--- config.mk ---
export PLATFORM = sky130hd
export DESIGN_NAME = spi_pin_port
export DESIGN_NICKNAME = d
export VERILOG_FILES = /design/src/spi_pin_pkg.sv /design/src/spi_pin_port.sv /design/src/pin_sync.sv
export VERILOG_INCLUDE_DIRS = /design/src
export SDC_FILE = /design/constraint.sdc
export NUM_CORES = 1
export LEC_CHECK = 0
export BUFFER_PORTS_ARGS = -buffer_cell sky130_fd_sc_hd__buf_2
export CAP_MARGIN = 20
export CELL_PAD_IN_SITES_DETAIL_PLACEMENT = 2
export CELL_PAD_IN_SITES_GLOBAL_PLACEMENT = 2
export CORE_ASPECT_RATIO = 1.25
export CORE_MARGIN = 4
export CORE_UTILIZATION = 40
export CTS_CLUSTER_SIZE = 16
export DETAILED_ROUTE_END_ITERATION = 10
export PLACE_DENSITY = 0.75
export REMOVE_ABC_BUFFERS = 1
export SYNTH_ARGS = -nofsm -noshare
export SYNTH_HDL_FRONTEND = slang
export SYNTH_SLANG_ARGS = --single-unit
--- constraint.sdc ---
create_clock -name mclk_in -period 3.78 [get_ports mclk_in]
set_input_delay 0.378 -clock mclk_in [delete_from_list [all_inputs] [get_ports mclk_in]]
set_output_delay 0.378 -clock mclk_in [all_outputs]
set_load 0.02 [all_outputs]
--- src/spi_pin_defs.svh ---
`ifndef SPI_PIN_DEFS_SVH
`define SPI_PIN_DEFS_SVH
// ----------------------------------------
// Widths, timing counts and reset values
// ----------------------------------------
// Bits per serial word
`define SP_WORD_BITS 8
// Synchroniser depth for pin inputs
`define SP_SYNC_DEPTH 3
// Reset value of the shift registers
`define SP_SHIFT_RESET 8'h00
`endif

--- src/spi_pin_pkg.sv ---
package spi_pin_pkg;
  // Serial word carried on the pins
  typedef logic [7:0] word_t;
  // Link phase within a frame
  typedef enum logic [1:0] {st_idle, st_frame} link_state_t;
endpackage

--- src/spi_pin_port.sv ---
`timescale 1ns/1ps
`include "spi_pin_defs.svh"
module spi_pin_port
#(
  parameter int word_bits = `SP_WORD_BITS
)
(
  input wire logic mclk_in,
  input wire logic rst_b_in,
  input wire logic sclk_in,
  input wire logic cs_b_in,
  input wire logic din_in,
  input wire logic user_pin_one_in,
  input wire logic pass_thru_in,
  input wire spi_pin_pkg::word_t tx_word_in,
  output logic dout_out,
  output logic dout_oe_out,
  output spi_pin_pkg::word_t rx_word_out,
  output logic rx_valid_out,
  output logic tx_load_out
);
  import spi_pin_pkg::*;
  // ----------------------------------------
  // Synchronised pins
  // ----------------------------------------
  logic sclk_s;
  logic cs_b_s;
  logic din_s;
  logic upin_s;
  logic [3:0] raw_pins;
  logic [3:0] sync_pins;
  assign raw_pins = {sclk_in, cs_b_in, din_in, user_pin_one_in};
  // One synchroniser per pin
  genvar gi;
  generate
    for (gi = 0; gi < 4; gi++)
    begin : g_sync
      pin_sync u_sync
      (
        .mclk_in(mclk_in),
        .rst_b_in(rst_b_in),
        .rst_val_in(1'b0),
        .pin_in(raw_pins[gi]),
        .level_out(sync_pins[gi])
      );
    end
  endgenerate
  assign {sclk_s, cs_b_s, din_s, upin_s} = sync_pins;
  // ----------------------------------------
  // State
  // ----------------------------------------
  typedef struct packed
  {
    link_state_t st;
    logic sclk_prev;
    logic cs_seen;
    logic [2:0] bit_cnt;
    word_t rx_sh;
    word_t tx_sh;
    word_t rx_word;
    logic rx_valid;
    logic tx_load;
    logic dout;
    logic dout_oe;
  } port_state_t;
  port_state_t s_q;
  port_state_t s_d;
  logic rise;
  logic fall;
  assign rise = sclk_s && !s_q.sclk_prev;
  assign fall = !sclk_s && s_q.sclk_prev;
  // Next-state logic for the whole port
  always_comb
  begin
    s_d = s_q;
    s_d.sclk_prev = sclk_s;
    s_d.rx_valid = 1'b0;
    s_d.tx_load = 1'b0;
    // The cs synchroniser starts at zero; wait for one real high first
    if (cs_b_s)
    begin
      s_d.cs_seen = 1'b1;
    end
    case (s_q.st)
      st_idle:
      begin
        // Frame opens on chip select low; first bit put on the line
        if (!cs_b_s && s_q.cs_seen)
        begin
          s_d.st = st_frame;
          s_d.bit_cnt = 3'h0;
          s_d.tx_sh = tx_word_in;
          s_d.tx_load = 1'b1;
        end
      end
      st_frame:
      begin
        if (cs_b_s)
        begin
          s_d.st = st_idle;
        end
        else
        begin
          if (rise)
          begin
            s_d.rx_sh = {s_q.rx_sh[6:0], din_s};
            s_d.bit_cnt = s_q.bit_cnt + 3'h1;
            if (s_q.bit_cnt == 3'h7)
            begin
              s_d.rx_word = {s_q.rx_sh[6:0], din_s};
              s_d.rx_valid = 1'b1;
            end
          end
          if (fall)
          begin
            if (s_q.bit_cnt == 3'h0)
            begin
              s_d.tx_sh = tx_word_in;
              s_d.tx_load = 1'b1;
            end
            else
            begin
              s_d.tx_sh = {s_q.tx_sh[6:0], 1'b0};
            end
          end
        end
      end
      default:
      begin
        s_d.st = st_idle;
      end
    endcase
    if (pass_thru_in)
    begin
      s_d.dout = upin_s;
      s_d.dout_oe = 1'b1;
    end
    else
    begin
      s_d.dout = s_d.tx_sh[7];
      s_d.dout_oe = (s_d.st == st_frame);
    end
  end
  // State register
  always_ff @(posedge mclk_in or negedge rst_b_in)
  begin
    if (!rst_b_in)
    begin
      s_q <= '0;
    end
    else
    begin
      s_q <= s_d;
    end
  end
  assign dout_out = s_q.dout;
  assign dout_oe_out = s_q.dout_oe;
  assign rx_word_out = s_q.rx_word;
  assign rx_valid_out = s_q.rx_valid;
  assign tx_load_out = s_q.tx_load;
  // ----------------------------------------
  // Assertions
  // ----------------------------------------
  a_float_deselect: assert property (@(posedge mclk_in) disable iff (!rst_b_in)
    (cs_b_s && !pass_thru_in) |=> !dout_oe_out)
    else $error("dout driven while deselected");
  a_pass_follow: assert property (@(posedge mclk_in) disable iff (!rst_b_in)
    pass_thru_in |=> (dout_oe_out && dout_out == $past(upin_s)))
    else $error("pass-through does not follow user pin");
  a_rx_on_rise: assert property (@(posedge mclk_in) disable iff (!rst_b_in)
    (s_q.st == st_frame && !cs_b_s && rise) |=> s_q.rx_sh[0] == $past(din_s))
    else $error("input bit not captured on rise");
  a_no_shift_idle: assert property (@(posedge mclk_in) disable iff (!rst_b_in)
    (s_q.st == st_idle) |=> $stable(s_q.rx_sh))
    else $error("shift while deselected");
  a_tx_on_fall: assert property (@(posedge mclk_in) disable iff (!rst_b_in)
    (s_q.st == st_frame && !cs_b_s && !pass_thru_in && !fall) |=> $stable(dout_out))
    else $error("output changed without falling edge");
  a_word_pulse: assert property (@(posedge mclk_in) disable iff (!rst_b_in)
    rx_valid_out |=> !rx_valid_out)
    else $error("rx valid longer than one cycle");
  a_word_value: assert property (@(posedge mclk_in) disable iff (!rst_b_in)
    rx_valid_out |-> rx_word_out == s_q.rx_sh)
    else $error("word differs from shift register");
  a_frame_drive: assert property (@(posedge mclk_in) disable iff (!rst_b_in)
    (s_q.st == st_frame && !cs_b_s) |=> dout_oe_out)
    else $error("dout not driven in frame");
  c_frame: cover property (@(posedge mclk_in) s_q.st == st_frame ##1 s_q.st == st_idle);
  c_word: cover property (@(posedge mclk_in) rx_valid_out);
  c_pass: cover property (@(posedge mclk_in) pass_thru_in && dout_out);
  // Frame cut short in mid-word
  c_cut: cover property (@(posedge mclk_in) s_q.st == st_frame && cs_b_s && s_q.bit_cnt != 3'h0);
endmodule

--- src/pin_sync.sv ---
`timescale 1ns/1ps
`include "spi_pin_defs.svh"
// Three-stage synchroniser; output moves when stages two and three agree
module pin_sync
(
  input wire logic mclk_in,
  input wire logic rst_b_in,
  input wire logic rst_val_in,
  input wire logic pin_in,
  output logic level_out
);
  // ----------------------------------------
  // State
  // ----------------------------------------
  typedef struct packed
  {
    logic [2:0] stage;
    logic level;
  } sync_state_t;
  sync_state_t s_q;
  sync_state_t s_d;
  // Stage one only feeds stage two
  always_comb
  begin
    s_d = s_q;
    s_d.stage = {s_q.stage[1:0], pin_in};
    // Filter: accept a change only on agreement
    if (s_q.stage[1] == s_q.stage[2])
    begin
      s_d.level = s_q.stage[2];
    end
  end
  // Registers; reset clears every stage and the filtered level
  always_ff @(posedge mclk_in or negedge rst_b_in)
  begin
    if (!rst_b_in)
    begin
      s_q <= '0;
    end
    else
    begin
      s_q <= s_d;
    end
  end
  assign level_out = s_q.level;
  // Reset level input not used: an async reset may load constants only
  logic unused_rst_val;
  assign unused_rst_val = rst_val_in;
endmodule

# After elaboration in Yosys (flattened, before gate mapping)
# Index checks and enable logic that the tools add are counted.
# totals
out_inout_bits	12
wordCells	65
register_bits	51
in_bits	15
# op_classes
addsub	1
n_bitwise	1
n_reduce_logical	13
muxes	19
eq_ne	11
# ops
operator	count
$mux 29	1
$mux 8	3
$mux 9	2
$pmux 8 s2	1
$reduce_and 4->1	3
$mux 11	1
$ne 2x2->1 const B	4
$mux 2	3
$pmux 3 s2	1
$eq 1x1->1	4
$eq 2x1->1 const B	2
$mux 1	4
$pmux 2 s2	1
$add 3x1->3 const B	1
$eq 3x3->1 const B	1
$logic_and 1x1->1	3
$logic_not 1->1	3
$logic_not 3->1	1
$mux 3	1
$reduce_and 3->1	1
$logic_not 2->1	1
$pmux 1 s2	1
$reduce_bool 2->1	1
$not 1->1	1

# Longest topological paths before layout
# depth
ltp_word	6
depth_mapped	6
mapped_depth_nobuf	6

# Hierarchy
# From an unflattened synthesis, not the netlist that was laid out.
# unflattened
hier_cells	152
hier_area_um2	1934.4
# modules_own_cells
mod	cells_each	area_each_um2	n_inst	seq_area_each_um2
spi_pin_port	132	1488.9	1	850.8
pin_sync	5	111.4	4	100.1

# Worst setup path before layout
# Ideal clock, no wire load.
# synth_timing
path_kind	register to register
from	reg s_q[28] (netlist name)
to	reg s_q[12] (netlist name)
setup_ps	121
required_ps	3659
n_path_buf	0
path_slack_ps	2261
arrival_ps	1398
path_stages_with_launch	7
synth_period_minus_slack_ps	1519
path_cell_list	dfrtp_1 -> inv_1 -> ha_1 -> and2b_2 -> a41oi_4 -> inv_1 -> a22o_2
# synth_via
elab_chain_len	5
# synth_rtl
element	line_no	rtl
start, declared	spi_pin_port.sv:66	port_state_t s_q;
start signal, assigned	spi_pin_port.sv:149	s_q <= '0;
start signal, assigned	spi_pin_port.sv:153	s_q <= s_d;
$logic_not 3->1	spi_pin_port.sv:116	if (s_q.bit_cnt == 3'h0)
$mux 8	spi_pin_port.sv:116	
$mux 8	spi_pin_port.sv:114	if (fall)
$mux 29	spi_pin_port.sv:98	if (cs_b_s)
$pmux 8 s2	spi_pin_port.sv:84	case (s_q.st)
# No other way between the ends. The select of a mux whose other input is x is not followed.
# A chain may end at the register's enable or synchronous reset.

# Final worst setup path
# layout_timing
from	reg s_q[33] (netlist name)
to	reg s_q (netlist bit rx_word_out[7])
# layout_via
elab_chain_len	2
# layout_rtl
element	line_no
$eq 2x1->1	spi_pin_port.sv:84
$reduce_and 4->1 (no line)	-
# No other way between the ends.

==> impl_metrics.tcl <==
set metrics [dict create \
    first_iter_violations 47 \
    diodes 0 \
    route.detailed.drc 0 \
    power_per_cell_area_nw_per_um2 484.8 \
    critical_path.slowest_cell "sky130_fd_sc_hd__dfrtp_1" \
    cts_sinks 50 \
    worstSetupPathType "flip-flop to flip-flop" \
    design_area_um2 2226 \
    syn-instance-count 129 \
    place.detailed.hpwl_um 2626 \
    worst_r2r_startpoint "s_q[33]" \
    routed_via_density 5.074 \
    chipHeight_um 86.48 \
    ctsRootBufferMaster "sky130_fd_sc_hd__clkbuf_8" \
    initial_utilization_pct 41.36 \
    synth_area_um2 1971 \
    hold-path-cell-count 1 \
    insertion_delay_ns 0.31 \
    worst_hold_path.endpoint "g_sync[0].u_sync.s_d[2]" \
    layout.cells.non_filler 215 \
    max_cap_violations 0 \
    gp_congestion 0.6731 \
    synthTopCellsByArea "sky130_fd_sc_hd__dfrtp_1 (63%), sky130_fd_sc_hd__mux2_2 (9.1%), sky130_fd_sc_hd__buf_4 (3.4%), sky130_fd_sc_hd__a221o_1 (3.0%), sky130_fd_sc_hd__maj3_1 (2.0%)" \
    vias_in_the_first_global_route 1232 \
    pin_count_of_the_biggest_net_entering_global_routing 51 \
    drt-pass1-iter-count 4 \
    rsz0062_at_grt "no" \
    critPathArrivalTime_ns 2.26 \
    slew-limit-headroom_pct 54.09 \
    worst-slew-pin-transition_ns 0.6836 \
    cp_max_fo 11 \
    port_buffers 26 \
    finalWorstPathRequiredPeriod_ns 2.057 \
    synth_async_sr_flop_share_pct 100.0 \
    worst-path-buf-inv 0 \
    cp_cell_instances "nand2_1 -> nor4_4 -> nand2_2 -> mux2_2" \
    r2r-end "rx_word_out[7]" \
    cpLargestDelayFamily "simple AND/OR/NAND/NOR gates" \
    ctsLongestPathBuffers 2 \
    num-nets-final 172 \
    synth_seq_cells 50 \
    synth-compound-area-share_pct 9.016 \
    static-leakage-power_nw 1.086 \
    synthTopCellsByCount "sky130_fd_sc_hd__dfrtp_1 (50), sky130_fd_sc_hd__mux2_2 (16), sky130_fd_sc_hd__buf_4 (9), sky130_fd_sc_hd__a221o_1 (6), sky130_fd_sc_hd__nor2b_1 (6)" \
    ys_dominant_reg_cell "sky130_fd_sc_hd__dfrtp_1" \
    dpl-instance-area_um2 2097 \
    synth_cell_type_count 31 \
    route.vias.total 1091 \
    final_worst_path_cycle_share_pct 54.41 \
    placedCellCount 205 \
    avgSynthCellArea_um2 15.28 \
    initial_antenna_violation_count 0 \
    critPathLaunchType "flip-flop" \
    critPathMaxStageDelay_ns 0.60 \
    layout-area-overhead-vs-synth_pct 12.95 \
    rows 28 \
    grt_usage_pct 13.55 \
    post-synth-top-count-cell "sky130_fd_sc_hd__dfrtp_1" \
    drv_slew 0 \
    yosysTopAreaCell "sky130_fd_sc_hd__dfrtp_1" \
    setup-violations-final 0 \
    worst_hold_path_type "input pin to flip-flop" \
    die_w_um 70.78 \
    ctsHtreeMaxLevel 2 \
    vdd_ir_drop_max_v 0.0002755 \
    synth_mux_area_share_pct 10.16 \
    synthesis.yosys.warnings 0 \
    cts_made_buffers 5 \
    worst-r2r-cell-count 4 \
    max_freq_ghz 0.4862 \
    r2r_slack_ns 1.72 \
    power_w 0.001079 \
    postCtsSetupBuffers 0 \
    synthAdderAreaFrac_pct 3.937 \
    setup.worst_path.end_class "flip-flop" \
    finClkSkew_ns 0.01007 \
    hold_start "user_pin_one_in" \
    synth-edff-count 0 \
    finalSetupTns_ns 0 \
    register_clock_pin_slew_on_the_reported_worst_setup_and_hold_paths_ns 0.09 \
    final_wirelength_um 3656 \
    area_share_of_the_largest_cell_type_after_synthesis_pct 63.49 \
    grt_pass1_wl_um 6313 \
    report.final.hold_viol_count 0 \
    residual_overflow_from_global_routing 0 \
    cts_tree "built" \
    floorplan.die_area_um2 6121 \
    share_of_final_layout_standard_cells_stronger_than_drive_strength_1_pct 40.65 \
    outcome "finished, final reports clean" \
    drtAntennaViolNets 0 \
    synth_seq_area_share_pct 63.49 \
    num_io_pins 27 \
    floorplan.core_area_um2 4765 \
    synth-xor-area-share_pct 0 \
    post_drt_wl_per_cell_um 17.00 \
    main_combinational_cell_family_by_area_after_synthesis "multiplexers" \
    synth_simple_gate_area_share_pct 8.254 \
    worst_ep_required_time_ns 3.98 \
]
==> power by group <==
part | switching, W | internal, W
sequential | 0.0000378 | 0.000582
clock | 0.000184 | 0.000151
combinational | 0.0000625 | 0.0000619
==> per-stage QoR <==
| step | util, % | hold WS [ns] | worst slack (ns) |
|---|---|---|---|
| after detailed placement | 44.01 | 0.3364 | 1.681 |
| after CTS | 46.09 | 0.1570 | 1.671 |
| after floorplan | - | 0.08241 | 2.006 |
| after global routing | 46.72 | 0.1498 | 1.508 |
| final | 46.72 | 0.1701 | 1.723 |
| after global placement | 44.01 | 0.3326 | 1.793 |
==> routing by layer <==
| metal | up-vias | global-route usage, % | routed length (um) |
|---|---|---|---|
| met5 | - | 0 | 0 |
| met1 | 569 | 14.78 | 1354 |
| met3 | 6 | 4.060 | 177 |
| li1 | 494 | - | - |
| met4 | 0 | 5.128 | 65 |
| met2 | 22 | 24.56 | 2058 |
==> sequential cells by signal, indices dropped and copies added (netlist names) <==
signal / flops
rx_valid_out: 1
s_q: 22
g_sync.u_sync.s_d: 8
rx_word_out: 8
dout_oe_out: 1
g_sync.u_sync.level_out: 4
tx_load_out: 1
dout_out: 1
g_sync.u_sync.s_q: 4
==> cell families (layout without fill, tap and decap cells) <==
family	Yosys count	after routing
AOI/OAI and AO/OA	17	17
adders and majority gates	7	7
buffers and inverters	15	41
DFF	50	50
muxes	18	18
other	1	1
and+or+nand+nor	21	21
==> how the worst max path moves through the flow <==
stage | cells past startpoint | startpoint | endpoint
6_report | 4 | s_q[33] | rx_word_out[7]
5_1_grt | 4 | s_q[33] | rx_word_out[7]
4_1_cts | 4 | s_q[33] | rx_word_out[7]
3_5_place_dp | 4 | s_q[33] | rx_word_out[7]
3_3_place_gp | 4 | s_q[33] | rx_word_out[1]
2_1_floorplan | 4 | s_q[33] | rx_word_out[0]
==> timing repair <==
item,4_1_cts,5_1_grt
hold endpoints to repair,0,11
gates resized for setup,0,0
hold buffers,0,1
==> worst reg2reg max path, cell delays in order (launching register included) <==
cell,delay [ns]
sky130_fd_sc_hd__dfrtp_1,0.60
sky130_fd_sc_hd__nand2_1,0.19
sky130_fd_sc_hd__nor4_4,0.55
sky130_fd_sc_hd__nand2_2,0.28
sky130_fd_sc_hd__mux2_2,0.34
==> final cells by class <==
class                           instances  area (um^2)
Inverter                                5        18.77
Multi-Input combinational cell         64        621.8
Clock buffer                            6        82.58
Timing Repair Buffer                   28        160.2
Sequential cell                        50         1251
Clock inverter                          2        16.27
Tap cell                               60        75.07
Fill cell                             486         2539
==> layout by cell type, fill, tap and decap left out, types with 2 or more instances in the layout <==
cell type                  Yosys  layout
sky130_fd_sc_hd__inv_1         5       5
sky130_fd_sc_hd__ha_1          3       3
sky130_fd_sc_hd__mux2i_1       2       2
sky130_fd_sc_hd__nor2_1        2       2
sky130_fd_sc_hd__maj3_1        4       4
sky130_fd_sc_hd__nand2_1       2       2
sky130_fd_sc_hd__a221o_1       6       6
sky130_fd_sc_hd__clkbuf_8      0       6
sky130_fd_sc_hd__a22o_1        2       2
sky130_fd_sc_hd__buf_2         0      26
sky130_fd_sc_hd__and2b_2       2       2
sky130_fd_sc_hd__mux2_2       16      16
sky130_fd_sc_hd__dfrtp_1      50      50
sky130_fd_sc_hd__or2_2         3       3
sky130_fd_sc_hd__nor2b_1       6       6
Note: power is estimated with default switching activity, not from simulation.
